==> src/inc/scp_regs.svh <==
`ifndef SCP_REGS_SVH
`define SCP_REGS_SVH

// register offsets on the 8-bit register port
`define SCP_OFS_PRESCALE        8'h61
`define SCP_OFS_TRIM            8'h66
`define SCP_OFS_TOSC_CTRL       8'h70

// clock_prescale_control fields
`define SCP_PCE_BIT             7
`define SCP_SEL_MSB             3
`define SCP_SEL_LSB             0
`define SCP_PCE_ARM_VALUE       8'h80

// timer oscillator control fields
`define SCP_TOSC_REQ_BIT        0
`define SCP_TOSC_EXT_BIT        1

// reset values and largest legal select code
`define SCP_SEL_RST_UNPROG      4'h0
`define SCP_SEL_RST_DIV8        4'h3
`define SCP_SEL_MAX_LEGAL       4'h8
`define SCP_TRIM_RST            8'h00
`define SCP_TOSC_RST            2'h0

// timing counts, in undivided clock cycles
`define SCP_UNLOCK_CYCLES       3'h4

`endif

==> src/inc/scp_pkg.sv <==
package scp_pkg;

	// change-unlock window state
	typedef enum logic [0:0]
	{
		SCP_ULK_IDLE  = 1'b0,
		SCP_ULK_ARMED = 1'b1
	} scp_ulk_state_t;

	// divider switch state
	typedef enum logic [0:0]
	{
		SCP_DIV_RUN     = 1'b0,
		SCP_DIV_PENDING = 1'b1
	} scp_div_state_t;

	typedef logic [3:0] scp_sel_t;

endpackage

==> src/inc/scp_div_if.sv <==
`timescale 1ns/100ps

// link between the register side and the ripple divider
interface scp_div_if;
	import scp_pkg::*;

	scp_sel_t new_sel;
	logic     load;
	logic     clk_en;

	modport ctl
	(
		output new_sel,
		output load,
		input  clk_en
	);

	modport div
	(
		input  new_sel,
		input  load,
		output clk_en
	);
endinterface

==> src/scp_divider.sv <==
`timescale 1ns/100ps
`include "scp_regs.svh"

// power-of-two divider running on the undivided clock
module scp_divider
	import scp_pkg::*;
(
	// clock and reset
	input  wire logic clk,
	input  wire logic rst_n,
	// control side
	scp_div_if.div    dif
);

	scp_div_state_t state_ff;
	scp_div_state_t nxt_state;
	scp_sel_t       act_sel_ff;
	scp_sel_t       pend_sel_ff;
	scp_sel_t       nxt_pend_sel;
	logic [7:0]     cnt_ff;
	logic           en_ff;
	logic           term;
	logic           switch_now;

	// reserved codes divide as the largest legal factor
	function automatic logic [7:0] sel_mask(input scp_sel_t sel);
		scp_sel_t eff;
		eff = (sel > `SCP_SEL_MAX_LEGAL) ? `SCP_SEL_MAX_LEGAL : sel;
		sel_mask = 8'(9'((9'h001 << eff) - 9'h001));
	endfunction

	// an active edge when the low bits of the counter are all ones
	assign term         = ((cnt_ff & sel_mask(act_sel_ff)) == sel_mask(act_sel_ff));
	// switch only on an old active edge, so no short period appears
	assign switch_now   = term && (state_ff == SCP_DIV_PENDING);
	assign nxt_pend_sel = dif.load ? dif.new_sel : pend_sel_ff;
	assign dif.clk_en   = en_ff;

	// pending state: a later load replaces the one still waiting
	always_comb
	begin
		nxt_state = state_ff;
		unique case (state_ff)
			SCP_DIV_RUN:     if (dif.load) nxt_state = SCP_DIV_PENDING;
			SCP_DIV_PENDING: if (switch_now && !dif.load) nxt_state = SCP_DIV_RUN;
		endcase
	end

	always_ff @(posedge clk or negedge rst_n)
	begin
		if (!rst_n)
		begin
			state_ff    <= SCP_DIV_RUN;
			pend_sel_ff <= `SCP_SEL_RST_UNPROG;
		end
		else
		begin
			state_ff    <= nxt_state;
			pend_sel_ff <= nxt_pend_sel;
		end
	end

	// ripple counter; restarts so the new period is whole
	always_ff @(posedge clk or negedge rst_n)
	begin
		if (!rst_n)
		begin
			cnt_ff     <= 8'h00;
			act_sel_ff <= `SCP_SEL_RST_UNPROG;
		end
		else if (switch_now)
		begin
			cnt_ff     <= 8'h00;
			act_sel_ff <= pend_sel_ff;
		end
		else
			cnt_ff <= 8'(cnt_ff + 8'h01);
	end

	// one-cycle enable per divided period
	always_ff @(posedge clk or negedge rst_n)
	begin
		if (!rst_n)
			en_ff <= 1'b0;
		else
			en_ff <= term;
	end

endmodule

==> src/scp_top.sv <==
`timescale 1ns/100ps
`include "scp_regs.svh"

module scp_top
	import scp_pkg::*;
(
	// clock and reset
	input  wire logic       clk,
	input  wire logic       rst_n,
	// register port
	input  wire logic [7:0] reg_addr,
	input  wire logic [7:0] reg_wdata,
	input  wire logic       reg_wr,
	input  wire logic       reg_rd,
	output logic      [7:0] reg_rdata,
	// fuse, factory value and clock source status
	input  wire logic       div8_fuse_programmed,
	input  wire logic [7:0] factory_trim,
	input  wire logic       sys_src_is_rc,
	// divided clock enables
	output logic            clk_io_en,
	output logic            clk_adc_en,
	output logic            clk_cpu_en,
	output logic            clk_flash_en,
	// rc oscillator trim
	output logic      [7:0] rc_oscillator_trim,
	// timer oscillator pin control
	output logic            timer_osc_pins_en,
	output logic            timer_osc_external_input_select
);

	scp_div_if dif ();

	scp_ulk_state_t ulk_ff;
	scp_ulk_state_t nxt_ulk;
	logic [2:0]     ulk_cnt_ff;
	logic [2:0]     nxt_ulk_cnt;
	scp_sel_t       division_select_ff;
	scp_sel_t       nxt_division_select;
	logic [7:0]     trim_ff;
	logic [7:0]     nxt_trim;
	logic [1:0]     tosc_ctrl_ff;
	logic [1:0]     nxt_tosc_ctrl;
	logic           tosc_en_ff;
	logic           tosc_ext_ff;
	logic           init_ff;
	logic [7:0]     rdata_ff;
	logic [7:0]     nxt_rdata;

	// address decode
	wire hit_pre  = (reg_addr == `SCP_OFS_PRESCALE);
	wire hit_trim = (reg_addr == `SCP_OFS_TRIM);
	wire hit_tosc = (reg_addr == `SCP_OFS_TOSC_CTRL);
	wire wr_pre   = reg_wr && hit_pre;
	wire wr_trim  = reg_wr && hit_trim;
	wire wr_tosc  = reg_wr && hit_tosc;

	// write qualification on the prescale register
	wire arm_write = wr_pre && (reg_wdata == `SCP_PCE_ARM_VALUE);
	wire sel_write = wr_pre && !reg_wdata[`SCP_PCE_BIT]
		&& (ulk_ff == SCP_ULK_ARMED);
	wire ulk_last  = (ulk_ff == SCP_ULK_ARMED) && (ulk_cnt_ff == 3'h1);

	// strap and factory values, caught at the first edge after release
	wire      [7:0] trim_load = factory_trim;
	wire scp_sel_t  sel_strap = div8_fuse_programmed ? `SCP_SEL_RST_DIV8
		: `SCP_SEL_RST_UNPROG;

	// change-unlock window: fixed length, rearm ignored
	always_comb
	begin
		nxt_ulk     = ulk_ff;
		nxt_ulk_cnt = ulk_cnt_ff;
		unique case (ulk_ff)
			SCP_ULK_IDLE:
			begin
				if (arm_write)
				begin
					nxt_ulk     = SCP_ULK_ARMED;
					nxt_ulk_cnt = `SCP_UNLOCK_CYCLES;
				end
			end
			SCP_ULK_ARMED:
			begin
				// rearm leaves count untouched
				nxt_ulk_cnt = 3'(ulk_cnt_ff - 3'h1);
				if (sel_write || ulk_last)
				begin
					nxt_ulk     = SCP_ULK_IDLE;
					nxt_ulk_cnt = 3'h0;
				end
			end
		endcase
	end

	always_ff @(posedge clk or negedge rst_n)
	begin
		if (!rst_n)
		begin
			ulk_ff     <= SCP_ULK_IDLE;
			ulk_cnt_ff <= 3'h0;
		end
		else
		begin
			ulk_ff     <= nxt_ulk;
			ulk_cnt_ff <= nxt_ulk_cnt;
		end
	end

	// division select: strap at start, then any code software writes
	assign nxt_division_select = init_ff ? sel_strap
		: sel_write ? reg_wdata[`SCP_SEL_MSB:`SCP_SEL_LSB]
		: division_select_ff;

	// trim register: factory value at start, then software
	assign nxt_trim = init_ff ? trim_load
		: wr_trim ? reg_wdata
		: trim_ff;

	assign nxt_tosc_ctrl = wr_tosc ? reg_wdata[`SCP_TOSC_EXT_BIT:`SCP_TOSC_REQ_BIT]
		: tosc_ctrl_ff;

	always_ff @(posedge clk or negedge rst_n)
	begin
		if (!rst_n)
		begin
			init_ff            <= 1'b1;
			division_select_ff <= `SCP_SEL_RST_UNPROG;
			trim_ff            <= `SCP_TRIM_RST;
			tosc_ctrl_ff       <= `SCP_TOSC_RST;
		end
		else
		begin
			init_ff            <= 1'b0;
			division_select_ff <= nxt_division_select;
			trim_ff            <= nxt_trim;
			tosc_ctrl_ff       <= nxt_tosc_ctrl;
		end
	end

	// hand a new select to the divider on strap load or a write
	assign dif.new_sel = nxt_division_select;
	assign dif.load    = init_ff || sel_write;

	scp_divider u_div
	(
		.clk   (clk),
		.rst_n (rst_n),
		.dif   (dif)
	);

	// one enable drives all four synchronous clock groups
	assign clk_io_en    = dif.clk_en;
	assign clk_adc_en   = dif.clk_en;
	assign clk_cpu_en   = dif.clk_en;
	assign clk_flash_en = dif.clk_en;

	// trim goes straight out; bit 7 range, bits 6..0 fine
	assign rc_oscillator_trim = trim_ff;

	// timer oscillator grant, registered
	always_ff @(posedge clk or negedge rst_n)
	begin
		if (!rst_n)
		begin
			tosc_en_ff  <= 1'b0;
			tosc_ext_ff <= 1'b0;
		end
		else
		begin
			tosc_en_ff  <= tosc_ctrl_ff[`SCP_TOSC_REQ_BIT] && sys_src_is_rc;
			tosc_ext_ff <= tosc_ctrl_ff[`SCP_TOSC_REQ_BIT] && sys_src_is_rc
				&& tosc_ctrl_ff[`SCP_TOSC_EXT_BIT];
		end
	end

	assign timer_osc_pins_en               = tosc_en_ff;
	assign timer_osc_external_input_select = tosc_ext_ff;

	// read mux; bits 6..4 of prescale read zero
	always_comb
	begin
		nxt_rdata = 8'h00;
		if (reg_rd)
		begin
			if (hit_pre)
				nxt_rdata = {(ulk_ff == SCP_ULK_ARMED), 3'h0, division_select_ff};
			else if (hit_trim)
				nxt_rdata = trim_ff;
			else if (hit_tosc)
				nxt_rdata = {6'h00, tosc_ctrl_ff};
		end
	end

	always_ff @(posedge clk or negedge rst_n)
	begin
		if (!rst_n)
			rdata_ff <= 8'h00;
		else
			rdata_ff <= nxt_rdata;
	end

	assign reg_rdata = rdata_ff;

endmodule

==> config.mk <==
export PLATFORM = sky130hd
export DESIGN_NAME = scp_top
export DESIGN_NICKNAME = d
export VERILOG_FILES = /design/src/inc/scp_pkg.sv /design/src/inc/scp_div_if.sv /design/src/scp_divider.sv /design/src/scp_top.sv
export VERILOG_INCLUDE_DIRS = /design/src /design/src/inc
export SDC_FILE = /design/constraint.sdc
export NUM_CORES = 1
export LEC_CHECK = 0
export BUFFER_PORTS_ARGS = -buffer_cell sky130_fd_sc_hd__buf_2
export CAP_MARGIN = 20
export CORE_MARGIN = 5
export CORE_UTILIZATION = 48
export CTS_CLUSTER_DIAMETER = 30
export DETAILED_ROUTE_END_ITERATION = 16
export GPL_TIMING_DRIVEN = 0
export HOLD_SLACK_MARGIN = 0.12
export PLACE_DENSITY = 0.75
export SLEW_MARGIN = 20
export SYNTH_ARGS = -nofsm -noshare
export SYNTH_HDL_FRONTEND = slang
export SYNTH_SLANG_ARGS = --single-unit
==> constraint.sdc <==
create_clock -name clk -period 2.3 [get_ports clk]
set_input_delay 0.23 -clock clk [delete_from_list [all_inputs] [get_ports clk]]
set_output_delay 0.23 -clock clk [all_outputs]
set_load 0.1 [all_outputs]
# Yosys cells after proc, flatten, opt, wreduce, memory -nomap -nowiden
# Cells that the tools add are included.
# totals
elab_cells	65
out_inout_bits	22
register_bits	47
# op_classes
eq_ne	7
bitwise_logic	3
n_reduce_logical	16
n_mux	20
n_addsub	3
n_shift	1
order_cmp	1
# op_table
cell	count
$mux 8	6
$eq 8x7->1 const B	3
$mux 4	3
$logic_and 1x1->1	11
$add 8x1->8 const B	1
$and 8x8->8	1
$eq 8x8->1	1
$eq 8x8->1 const B	1
$shl 1x4->8 const A	1
$sub 8x1->8 const B	1
$mux 3	2
$pmux 3 s2	1
$gt 4x4->1 const B	1
$mux 1	4
$mux 2	2
$pmux 1 s2	2
$eq 3x1->1 const B	1
$sub 3x1->3 const B	1
$logic_not 1->1	2
$logic_or 1x1->1	2
$ne 2x2->1 const B	1
$not 1->1	2
$reduce_bool 2->1	1

# Logic depth before layout (Yosys ltp)
# Gate-level depths: netlist of the first run.
# logic_depth
depth_word	10
ltp_mapped	11
depth_no_buf	9

# Hierarchy
# From an unflattened synthesis of the first run, not the netlist that was laid out.
# unflattened
cells_unflattened	201
hier_area_um2	2332.2
# by_module_without_submodules
module	area_each_um2	instances	seq_area_each_um2	cells_per_inst
scp_top	1457.6	1	726.9	125
scp_divider	874.6	1	450.4	76

# Least setup slack after synthesis of the first run
# No wires, ideal clock.
# synth_path
path_kind	register -> register
start	reg u_div.act_sel_ff[3]
end	reg u_div.act_sel_ff[0]
path_buffers	1
arrival_time_ns	2.223
path_stages_with_launch	9
slack_ns	-0.051
setup_time_ns	0.128
cell_sequence	dfrtp_1 buf_6 or4_1 ha_1 nor2_1 a221o_1 a221oi_2 nand3_2 mux2_1
# synth_between
elab_chain_cells	7
# synth_lines
element	line_no	text
start: declaration	scp_divider.sv:17	scp_sel_t act_sel_ff;
start signal: assignment	scp_divider.sv:69	act_sel_ff <= `SCP_SEL_RST_UNPROG;
start signal: assignment	scp_divider.sv:74	act_sel_ff <= pend_sel_ff;
$gt 4x4->1 (no line)	n/a	
$mux 4 *	scp_divider.sv:28	eff = (sel > `SCP_SEL_MAX_LEGAL) ? `SCP_SEL_MAX_LEGAL : sel;
$shl 1x4->8 *	scp_divider.sv:29	sel_mask = 8'(9'((9'h001 << eff) - 9'h001));
$sub 8x1->8 *	scp_divider.sv:29	
$and 8x8->8	scp_divider.sv:33	assign term = ((cnt_ff & sel_mask(act_sel_ff)) == sel_mask(act_sel_ff));
$eq 8x8->1 *	scp_divider.sv:33	
$logic_and 1x1->1 *	scp_divider.sv:35	assign switch_now = term && (state_ff == SCP_DIV_PENDING);
# Every way passes the cells marked *; elsewhere a longest branch is shown, timed or not.
# A chain may end at the register's enable or synchronous reset.

# Worst setup path in the final report of the first run
# layout_path
start	reg u_div.act_sel_ff[3]
end	reg u_div.act_sel_ff[2]
# Same word-level chain as after synthesis.

==> key figures, run 1 <==
Hold path
  – Hold crit path type: input port to register
  – Worst Hold End: rc_oscillator_trim[5]$_DFFE_PN0P_
  – Hold Crit Depth: 3
  – Hold path start: factory_trim[5]

STA
  – Fin crit period: 2.49 ns
  – Period Utilization, post-route: 1.08
  – Slew Limit Fails: 0
  – Final Hold Vio Count: 0
  – Slew @ Worst Pin: 0.646 ns
  – Worst Skew: 0.0131 ns
  – Setup violators final: 13
  – RSZ-0062 raised after global routing: yes
  – Setup TNS: -0.950 ns
  – Relative slew slack: 0.566
  – Max Fclk: 402 MHz
  – Post-route setup slack: -0.188 ns

Final layout
  – Sequential cell area: 1180 um2
  – Final Cell Area: 2720 um2
  – Layout cell share with drive strength beyond 1: 0.317
  – Syn-to-layout area delta: 24.1%
  – Filler cells: 361
  – Layout Nets: 301
  – Diodes inserted: 0
  – Multi-input gate area: 970 um2

Floorplan
  – DIE AREA: 6020 um2
  – Die width: 77.6 um
  – Chip height: 77.6 um
  – Site Rows: 24
  – CORE AREA: 4380 um2
  – Initial Util: 0.500
  – I/O Pins: 52

Clock tree
  – TritonCTS clock tree: yes
  – Clk sinks: 47
  – Clock transition at path regs: 0.09 ns
  – Clock tree buffer depth: 2
  – Root Buffer: clkbuf_8
  – TritonCTS buffer count: 5
  – Clk_lat worst skew: 0.30 ns
  – H-tree levels: 2

Synth
  – Synth Cell Area: 2190 um2
  – Avg Inst Size Synth: 10.7 um2
  – Largest family of logic cells by synthesized area: simple AND/OR/NAND/NOR gates
  – FF+latch count, synth: 47
  – Compound-Gate Fraction of Synth Area: 0.136
  – Adder-cell area share of the yosys netlist: 0.0228
  – Seq/Total Area, Yosys: 0.537
  – Netlist cell types: 44
  – Synthesized instance count: 205
  – YS warnings: 0
  – Synth Area in Simple Gates: 0.168
  – Mux contribution to synthesized area: 0.0674
  – Mapped Nets: 239
  – XOR/XNOR Fraction of Synth Area: 0.0280

Worst setup path
  – Critical Path Sink Type: register
  – CP cell instances: or4_4 > ha_4 > nor2_2 > a221o_1 > a221oi_2 > nand3_2 > mux2_4
  – Crit-path leading delay family: simple AND/OR/NAND/NOR gates
  – Crit-path slowest cell: or4_4
  – Worst EP arrival: 2.67 ns
  – CP bufs+invs: 0
  – Critical path peak fanout: 5
  – Flop-to-flop setup slack: -0.19 ns
  – Launching point of the worst reg2reg path: u_div.act_sel_ff[3]$_DFFE_PN0N_
  – CP Launch Type: register
  – CP peak stage delay: 0.56 ns
  – Reg2reg path depth: 7
  – Critical Path RT: 2.48 ns
  – WS Path Type: register to register
  – Reg-to-Reg End: u_div.act_sel_ff[2]$_DFFE_PN0N_

Run status
  – Violated checks: setup timing
  – Outcome: complete, but fails checks

Power
  – Peak VDD IR: 0.472 mV
  – P_leak: 1.40 nW
  – Cell Pwr Density: 1020 nW/um2

Global route
  – Vias in the first global route: 1768
  – Total GRT Usage: 0.167
  – Antenna violations before repair: 0
  – First-pass GRT wire length: 8.20 mm
  – Overflow after GRT: 0
  – Pin count of the biggest net entering global routing: 48

Route
  – Initial DRC count: 117
  – First drt pass iteration count: 4
  – DR DRC count: 0
  – Wire per inst: 15.0 um
  – DRT antenna net count: 0
  – Detail-routed via count per cell: 5.40
  – DR vias: 1729
  – Drt total wl: 4.81 mm

Placement
  – HPWL Detailed: 3.40 mm
  – Cell Area, Placed: 2520 um2
  – Gpl congestion: 0.821
  – Buffers on Ports: 51

Job
  – Max Cap Viol: 0
-- power breakdown --
part / internal, mW / leakage [nW] / switching, mW / total [mW]
combinational: 0.394 / 0.731 / 0.624 / 1.02
clock: 0.434 / 0.0654 / 0.272 / 0.707
sequential: 0.946 / 0.604 / 0.103 / 1.05
-- synth_stat cells (all sizes together) --
cell,n,area (um2)
dfrtp,46,1150
nand2,21,78.8
a21oi,18,90.1
o21ai,12,60.1
nor2,9,33.8
inv,8,30.0
mux2i,8,80.1
nor2b,8,50.1
and3,6,37.5
mux2,6,67.6
nand3,6,35.0
a22oi,5,37.5
buf,5,38.8
xor2,5,43.8
and2,4,27.5
clkbuf,4,16.3
ha,4,50.1
a21o,3,22.5
nor4,3,18.8
a32o,2,20.0
and4,2,17.5
nand4,2,12.5
nor4b,2,17.5
xnor2,2,17.5
a221o,1,10.0
a221oi,1,15.0
a2bb2oi,1,8.76
a31o,1,8.76
conb,1,3.75
dfstp,1,26.3
nand4bb,1,11.3
nor3,1,5.00
nor4bb,1,10.0
o211ai,1,7.51
o221ai,1,8.76
o2bb2ai,1,8.76
or2,1,6.26
or4,1,7.51
-- worst reg2reg max path, stage by stage (launching register included) --
cell and delay, ns:
dfrtp_1 0.42, or4_4 0.56, ha_4 0.30, nor2_2 0.03, a221o_1 0.27, a221oi_2 0.23
nand3_2 0.22, mux2_4 0.35
-- routing by layer --
layer | global-route usage | routed length, um | vias up
met5 | 0 | 0 | -
met4 | 0.0687 | 95 | 0
met3 | 0.0289 | 143 | 10
met2 | 0.273 | 2390 | 28
met1 | 0.218 | 2180 | 842
li1 | - | - | 849
-- final cells by class --
| cell class | instances | share of cell area |
|---|---|---|
| Buffer | 7 | 0.0143 |
| Clock buffer | 6 | 0.0267 |
| Clock inverter | 2 | 0.0221 |
| Inverter | 8 | 0.0110 |
| Multi-Input combinational cell | 141 | 0.356 |
| Sequential cell | 47 | 0.433 |
| Tap cell | 52 | 0.0239 |
| Timing Repair Buffer | 57 | 0.112 |
-- logic make-up (layout without fill, tap and decap cells) --
group,Yosys count,count (layout)
other,1,1
XOR/XNOR,7,7
multiplexers,14,14
buffers and inverters,17,80
AO/OA/AOI/OAI,47,47
AND/OR/NAND/NOR,68,68
flip-flops,47,47
adder cells (fa/ha/maj),4,4
-- worst max-delay path by stage --
stage / start / end / slack [ns] / cells after the start
floorplan: u_div.act_sel_ff[3]$_DFFE_PN0N_ / u_div.act_sel_ff[1]$_DFFE_PN0N_ / -0.03 / 8
global placement: reg_addr[7] / rc_oscillator_trim[5]$_DFFE_PN0P_ / -0.17 / 6
detailed placement: reg_addr[7] / rc_oscillator_trim[4]$_DFFE_PN0P_ / -0.27 / 6
CTS: u_div.act_sel_ff[3]$_DFFE_PN0N_ / u_div.act_sel_ff[0]$_DFFE_PN0N_ / -0.19 / 8
global route: u_div.act_sel_ff[3]$_DFFE_PN0N_ / u_div.act_sel_ff[3]$_DFFE_PN0N_ / -0.31 / 7
finish: u_div.act_sel_ff[3]$_DFFE_PN0N_ / u_div.act_sel_ff[2]$_DFFE_PN0N_ / -0.19 / 7
-- cells in the final DEF, fill, tap and decap left out, types with 2 or more instances in the layout --
cell,n
nor4b_1,2
a21oi_1,18
and2_1,2
ha_1,3
nand3_1,5
xnor2_1,2
mux2i_1,8
a32o_1,2
nand4_1,2
a21o_1,3
and2_2,2
mux2_2,2
clkbuf_8,5
nand2_1,21
dfrtp_1,45
mux2_4,4
nor2_1,8
and3_1,6
and4_1,2
clkbuf_1,4
inv_1,8
xor2_1,5
bufinv_16,2
a22oi_1,5
nor4_1,2
buf_2,50
nor2b_1,8
o21ai_0,12
buf_4,9
-- flip-flops by register name, summed over array words and instances, names as in the netlist --
register,cells
rc_oscillator_trim,8
reg_rdata,8
u_div.cnt_ff,8
division_select_ff,4
u_div.act_sel_ff,4
u_div.pend_sel_ff,4
ulk_cnt_ff,3
tosc_ctrl_ff,2
init_ff,1
timer_osc_external_input_select,1
timer_osc_pins_en,1
u_div.dif.clk_en,1
u_div.state_ff,1
ulk_ff,1
-- through the flow --
| stage | total power, mW | instances | setup WS, ns | hold slack (ns) | utilization |
|---|---|---|---|---|---|
| after floorplan | 1.77 | 205 | -0.0254 | -0.0656 | - |
| after global placement | 1.95 | 308 | -0.167 | 0.436 | 0.574 |
| after detailed placement | 1.98 | 308 | -0.267 | 0.445 | 0.574 |
| after CTS | 2.74 | 320 | -0.194 | 0.129 | 0.616 |
| after global routing | 2.94 | 320 | -0.311 | 0.137 | 0.620 |
| final | 2.77 | 320 | -0.188 | 0.129 | 0.620 |
-- timing repair --
item	CTS	global route
buffers inserted	5	0
hold buffers	0	1
hold endpoints to repair	0	46
gates resized for setup	4	4
pin swaps	1	5
setup endpoints to repair	14	22
Power figures use the tool's default switching activity.
==> inputs of run 2 (changes only) <==
Settings changed: CORE_MARGIN 5 to unset, CORE_UTILIZATION 48 to 53, PLACE_DENSITY 0.75 to 0.79.
Clock period 2.3 ns to 2.75 ns, I/O delays scaled along.
==> key figures, run 2 (same netlist as run 1, synthesis figures left out) <==
Final layout
  – Core Util, Final: 0.660 (+0.0399)
  – Diodes inserted: 0 (unchanged)
  – Most frequent cells in the layout: 51 x buf_2, 46 x dfrtp_1, 21 x nand2_1, 18 x a21oi_1, 12 x o21ai_0
  – Syn-to-layout area delta: 19.6%
  – Final Cell Area: 2620 um2 (-3.6%)
  – Layout cell share with drive strength beyond 1: 0.275 (-0.0417)
  – Most common cell after layout, fill and taps aside: buf_2
  – Layout Nets: 298 (-1.0%)

Clock tree
  – H-tree levels: 2 (unchanged)
  – Clk_lat worst skew: 0.30 ns (about the same)
  – Root Buffer: clkbuf_8
  – Clock tree buffer depth: 2 (unchanged)
  – Clock transition at path regs: 0.08 ns (about the same)
  – Clk sinks: 47 (unchanged)
  – TritonCTS clock tree: yes
  – TritonCTS buffer count: 5 (unchanged)

Placement
  – Buffers on Ports: 51 (unchanged)
  – Gpl congestion: 0.850 (+3.6%)
  – Cell Area, Placed: 2510 um2 (-0.25%)
  – HPWL Detailed: 3.33 mm (-2.2%)

Worst setup path
  – Critical Path RT: 2.94 ns (+0.46 ns)
  – Reg-to-Reg End: u_div.act_sel_ff[2]$_DFFE_PN0N_
  – Flop-to-flop setup slack: 0.19 ns (+0.38 ns)
  – CP Launch Point: u_div.act_sel_ff[3]$_DFFE_PN0N_
  – CP peak stage delay: 0.50 ns (-0.06 ns)
  – Critical Path Sink Type: register
  – WS Path Type: register to register
  – Critical path endpoint: u_div.act_sel_ff[2]$_DFFE_PN0N_
  – Launching point of the worst reg2reg path: u_div.act_sel_ff[3]$_DFFE_PN0N_
  – Reg2reg path depth: 8 (+1)
  – Crit-path slowest cell: or4_1
  – CP cell instances: buf_6 > or4_1 > ha_1 > nor2_1 > a221o_1 > a221oi_2 > nand3_2 > mux2_1
  – CP Launch Type: register
  – Worst EP arrival: 2.74 ns (+0.07 ns)
  – Critical path peak fanout: 9 (+4)

Global route
  – Pin count of the biggest net entering global routing: 48 (unchanged)
  – Antenna violations before repair: 0 (unchanged)
  – Overflow after GRT: 0 (unchanged)
  – Total GRT Usage: 0.234 (+0.0670)
  – Vias in the first global route: 1684 (-4.8%)
  – First-pass GRT wire length: 7.57 mm (-7.7%)

Floorplan
  – CORE AREA: 3970 um2 (-9.4%)
  – Site Rows: 23 (-4.2%)
  – DIE AREA: 4400 um2 (-27%)
  – Initial Util: 0.552 (+0.0520)
  – Die width: 66.3 um (-15%)
  – I/O Pins: 52 (unchanged)
  – Chip height: 66.3 um (-15%)

Run status
  – Outcome: completed

STA
  – Relative slew slack: 0.256 (-0.310)
  – Max Fclk: 391 MHz (-2.7%)
  – Setup violators final: 0 (-13)
  – Worst Skew: 0.00775 ns (-0.00533 ns)
  – RSZ-0062 raised after global routing: no
  – Period Utilization, post-route: 0.930 (-0.152)
  – Slew @ Worst Pin: 1.11 ns (+0.460 ns)
  – Setup TNS: 0 ns (+0.950 ns)
  – Final Hold Vio Count: 0 (unchanged)
  – Fin crit period: 2.56 ns (+0.0693 ns)
  – Slew Limit Fails: 0 (unchanged)

Power
  – Peak VDD IR: 0.449 mV (-4.9%)
  – Final Power: 2.08 mW (-25%)
  – P_leak: 1.36 nW (-3.2%)
  – Cell Pwr Density: 793 nW/um2 (-22%)

Hold path
  – Hold path start: factory_trim[6]
  – Hold Crit Depth: 3 (unchanged)
  – Hold crit path type: input port to register

Route
  – Drt total wl: 4.53 mm (-5.9%)
  – DR vias: 1727 (-0.12%)
  – Initial DRC count: 130 (+11%)
  – Wire per inst: 14.4 um (-4.4%)
  – DR DRC count: 0 (unchanged)
  – Detail-routed via count per cell: 5.48 (+1.5%)
  – First drt pass iteration count: 4 (unchanged)
  – DRT antenna net count: 0 (unchanged)

Job
  – Max Cap Viol: 0 (unchanged)
## run 2: how the worst min path moves through the flow
stage | endpoint
after floorplan | division_select_ff[0]$_DFF_PN0_
after global placement | u_div.act_sel_ff[2]$_DFFE_PN0N_
after detailed placement | ulk_cnt_ff[1]$_DFFE_PN0P_
after CTS | rc_oscillator_trim[6]$_DFFE_PN0P_
after global routing | rc_oscillator_trim[6]$_DFFE_PN0P_
final | rc_oscillator_trim[6]$_DFFE_PN0P_
## run 2: per-stage QoR
stage | worst slack (ns) | std cells | hold slack (ns)
floorplan | 0.399 | 205 | -0.0206
detailed placement | 0.200 | 306 | 0.481
global placement | 0.235 | 306 | 0.469
CTS | 0.199 | 314 | 0.171
global route | 0.0835 | 315 | 0.175
finish | 0.193 | 315 | 0.175
## run 2: cell type report
class                   count  area [um2]
fillers                   312        1350
plain buffers               9        55.1
well taps                  50        62.6
clock buffers               8         100
flip-flops and latches     47        1180
repair buffers             52         268
multi-input cells         141         930
inverters                   8        30.0
## run 2: power by group
part	switching, mW	leakage, nW	total, mW	internal [mW]
registers	0.0995	0.605	0.889	0.790
logic	0.475	0.699	0.739	0.264
clock network	0.221	0.0515	0.451	0.230
## run 2: repair_timing
action | 4_1_cts | 5_1_grt
hold endpoints to repair | 0 | 46
setup buffers | 0 | 0
hold buffers | 0 | 1
resized for setup | 0 | 0
## run 2: routing by layer
layer  vias up  wire length (um)  GRT usage
li1        844                 -          -
met3         5               158     0.0603
met4         0                41     0.0585
met5         -                 0          0
met2        38              2280      0.402
met1       840              2050      0.291
## run 2: critical path: cells and delay by family (launching register included)
kind            cells  cell delay, ns
simple gates        3            0.74
mux                 1            0.35
buf+inv             1            0.14
fa+ha+maj           1            0.30
compound gates      2            0.50
flops               1            0.40
==> inputs of run 3 (changes only) <==
Clock period 2.75 ns to 2.5 ns, I/O delays scaled along.
==> key figures, run 3 (same netlist as run 1, synthesis figures left out) <==
Power
  – P_leak: 1.38 nW (+1.6%)
  – Peak VDD IR: 0.492 mV (+9.5%)
  – Gate power share: 0.387 (+0.032)
  – Clock share of power: 0.207 (-0.010)
  – Seq pwr share: 0.406 (-0.022)
  – Cell Pwr Density: 895 nW/um2 (+13%)
  – Internal: 1.49 mW (+16%)
  – Final Power: 2.40 mW (+15%)
  – Net Sw Frac: 0.378 (-0.00442)
  – Switching pwr: 0.908 mW (+14%)

STA
  – Max Fclk: 398 MHz (+1.9%)
  – Fin crit period: 2.51 ns (-0.0466 ns)
  – RSZ-0062 raised after global routing: yes
  – Hold WS: 0.148 ns (-0.0274 ns)
  – Final Hold Vio Count: 0 (unchanged)
  – Relative slew slack: 0.259 (+0.00386)
  – Setup TNS: -0.0147 ns (-0.0147 ns)
  – Worst Skew: 0.00661 ns (-0.00114 ns)
  – Setup violators final: 3 (+3)
  – Slew Limit Fails: 0 (unchanged)
  – Slew @ Worst Pin: 1.10 ns (-0.00574 ns)
  – Period Utilization, post-route: 1.00 (+0.0744)
  – Post-route setup slack: -0.0107 ns (-0.203 ns)

Clock tree
  – Clock transition at path regs: 0.08 ns (about the same)
  – Clk sinks: 47 (unchanged)
  – Clk_lat worst skew: 0.30 ns (about the same)
  – Clock tree buffer depth: 2 (unchanged)
  – TritonCTS buffer count: 5 (unchanged)
  – H-tree levels: 2 (unchanged)
  – Root Buffer: clkbuf_8
  – TritonCTS clock tree: yes

Worst setup path
  – CP cell instances: or4_4 > ha_4 > nor2_2 > a221o_1 > a221oi_2 > nand3_2 > mux2_4
  – Critical path peak fanout: 6 (-3)
  – Reg-to-Reg End: u_div.act_sel_ff[2]$_DFFE_PN0N_
  – Reg2reg path depth: 7 (-1)
  – CP Launch Type: register
  – WS Path Type: register to register
  – Crit-path slowest cell: or4_4
  – Critical Path Sink Type: register
  – Critical Path RT: 2.69 ns (-0.25 ns)
  – Worst EP arrival: 2.70 ns (-0.04 ns)
  – Flop-to-flop setup slack: -0.01 ns (-0.20 ns)
  – CP peak stage delay: 0.55 ns (+0.05 ns)
  – Launching point of the worst reg2reg path: u_div.act_sel_ff[1]$_DFFE_PN0N_

Hold path
  – Hold Crit Depth: 3 (unchanged)
  – Hold crit path type: input port to register
  – Worst Hold End: rc_oscillator_trim[6]$_DFFE_PN0P_
  – Hold path start: factory_trim[6]

Global route
  – Total GRT Usage: 0.237 (+0.00332)
  – Vias in the first global route: 1699 (+0.89%)
  – Pin count of the biggest net entering global routing: 48 (unchanged)
  – Antenna violations before repair: 0 (unchanged)
  – First-pass GRT wire length: 7.67 mm (+1.4%)
  – Overflow after GRT: 0 (unchanged)

Final layout
  – Most frequent cells in the layout: 50 x buf_2, 43 x dfrtp_1, 21 x nand2_1, 18 x a21oi_1, 12 x o21ai_0
  – Diodes inserted: 0 (unchanged)
  – Final Cell Area: 2680 um2 (+2.2%)
  – Most common cell after layout, fill and taps aside: buf_2
  – Core Util, Final: 0.675 (+0.0145)
  – Final cell count without fillers: 317 (+0.63%)
  – Layout Nets: 300 (+0.67%)
  – Filler cells: 309 (-0.96%)
  – Sequential cell area: 1180 um2 (+0.32%)
  – Layout cell share with drive strength beyond 1: 0.318 (+0.0429)
  – Multi-input gate area: 966 um2 (+3.9%)
  – Syn-to-layout area delta: 22.3%

Run status
  – Violated checks: setup timing
  – Outcome: complete, but fails checks

Floorplan
  – Chip height: 66.3 um (unchanged)
  – Die width: 66.3 um (unchanged)
  – CORE AREA: 3970 um2 (unchanged)
  – DIE AREA: 4400 um2 (unchanged)
  – Site Rows: 23 (unchanged)
  – Initial Util: 0.552 (unchanged)
  – I/O Pins: 52 (unchanged)

Placement
  – Place WS: -0.0440 ns (-0.244 ns)
  – Cell Area, Placed: 2510 um2 (unchanged)
  – HPWL Detailed: 3.33 mm (unchanged)
  – Dpl cells: 306 (unchanged)
  – Gpl congestion: 0.850 (unchanged)
  – Buffers on Ports: 51 (unchanged)

Route
  – Met2 WL post-DR: 2.33 mm (+2.5%)
  – DR DRC count: 0 (unchanged)
  – Drt total wl: 4.63 mm (+2.4%)
  – DR vias: 1729 (+0.12%)
  – DRT antenna net count: 0 (unchanged)
  – Detail-routed via count per cell: 5.45 (-0.52%)
  – WL met3: 160 um (+1.3%)
  – First drt pass iteration count: 4 (unchanged)
  – Initial DRC count: 107 (-18%)
  – Wl on met1: 2.10 mm (+2.5%)
  – Highest Signal Layer: met4
  – Wire per inst: 14.6 um (+1.7%)

Job
  – Max Cap Viol: 0 (unchanged)
[run 3: cell types whose count changed in the layout (fill, tap and decap cells not counted), sizes merged]
cell,delta
buf,+2
[run 3: power groups by stage]
stage | combinational (mW) | clock (mW) | sequential, mW
after floorplan | 0.533 | 0 | 1.09
after global placement | 0.789 | 0 | 0.988
after detailed placement | 0.819 | 0 | 0.992
after CTS | 0.911 | 0.505 | 0.974
after global routing | 1.01 | 0.546 | 0.991
final | 0.928 | 0.497 | 0.974
[run 3: worst max-delay path, delay by kind of cell, from the launching register on]
family,cells,cell delay [ns]
AND/OR/NAND/NOR,3,0.81
AO/OA/AOI/OAI,2,0.51
flip-flops,1,0.45
multiplexers,1,0.35
adder cells (fa/ha/maj),1,0.28
[run 3: cell type report]
type,count,share of cell area
tap,50,0.0233
inverter,8,0.0112
buffer,8,0.0187
clock buffer,8,0.0373
sequential,47,0.441
timing repair buffer,55,0.108
multi-input combinational,141,0.360
[run 3: timing repair]
item	CTS	global route
endpoints found under the setup margin	4	12
endpoints found under the hold margin	0	46
setup buffers	1	2
pin swaps	2	1
resized for setup	9	2
cloned	0	0
hold buffers	0	1
[run 3: worst max path at each step]
stage	startpoint	endpoint	slack (ns)	cells after the start
2_1_floorplan	u_div.act_sel_ff[3]$_DFFE_PN0N_	u_div.act_sel_ff[0]$_DFFE_PN0N_	0.15	8
3_5_place_dp	u_div.act_sel_ff[3]$_DFFE_PN0N_	u_div.act_sel_ff[2]$_DFFE_PN0N_	-0.04	8
3_3_place_gp	reg_addr[7]	rc_oscillator_trim[0]$_DFFE_PN0P_	0.01	6
6_report	u_div.act_sel_ff[1]$_DFFE_PN0N_	u_div.act_sel_ff[2]$_DFFE_PN0N_	-0.01	7
5_1_grt	u_div.act_sel_ff[1]$_DFFE_PN0N_	u_div.act_sel_ff[2]$_DFFE_PN0N_	-0.09	7
4_1_cts	u_div.act_sel_ff[1]$_DFFE_PN0N_	u_div.act_sel_ff[2]$_DFFE_PN0N_	0.0005	7
[run 3: per-layer routing]
layer | up-vias | global-route usage
met2 | 40 | 0.409
li1 | 849 | -
met1 | 836 | 0.294
met3 | 4 | 0.0603
met4 | 0 | 0.0585
met5 | - | 0
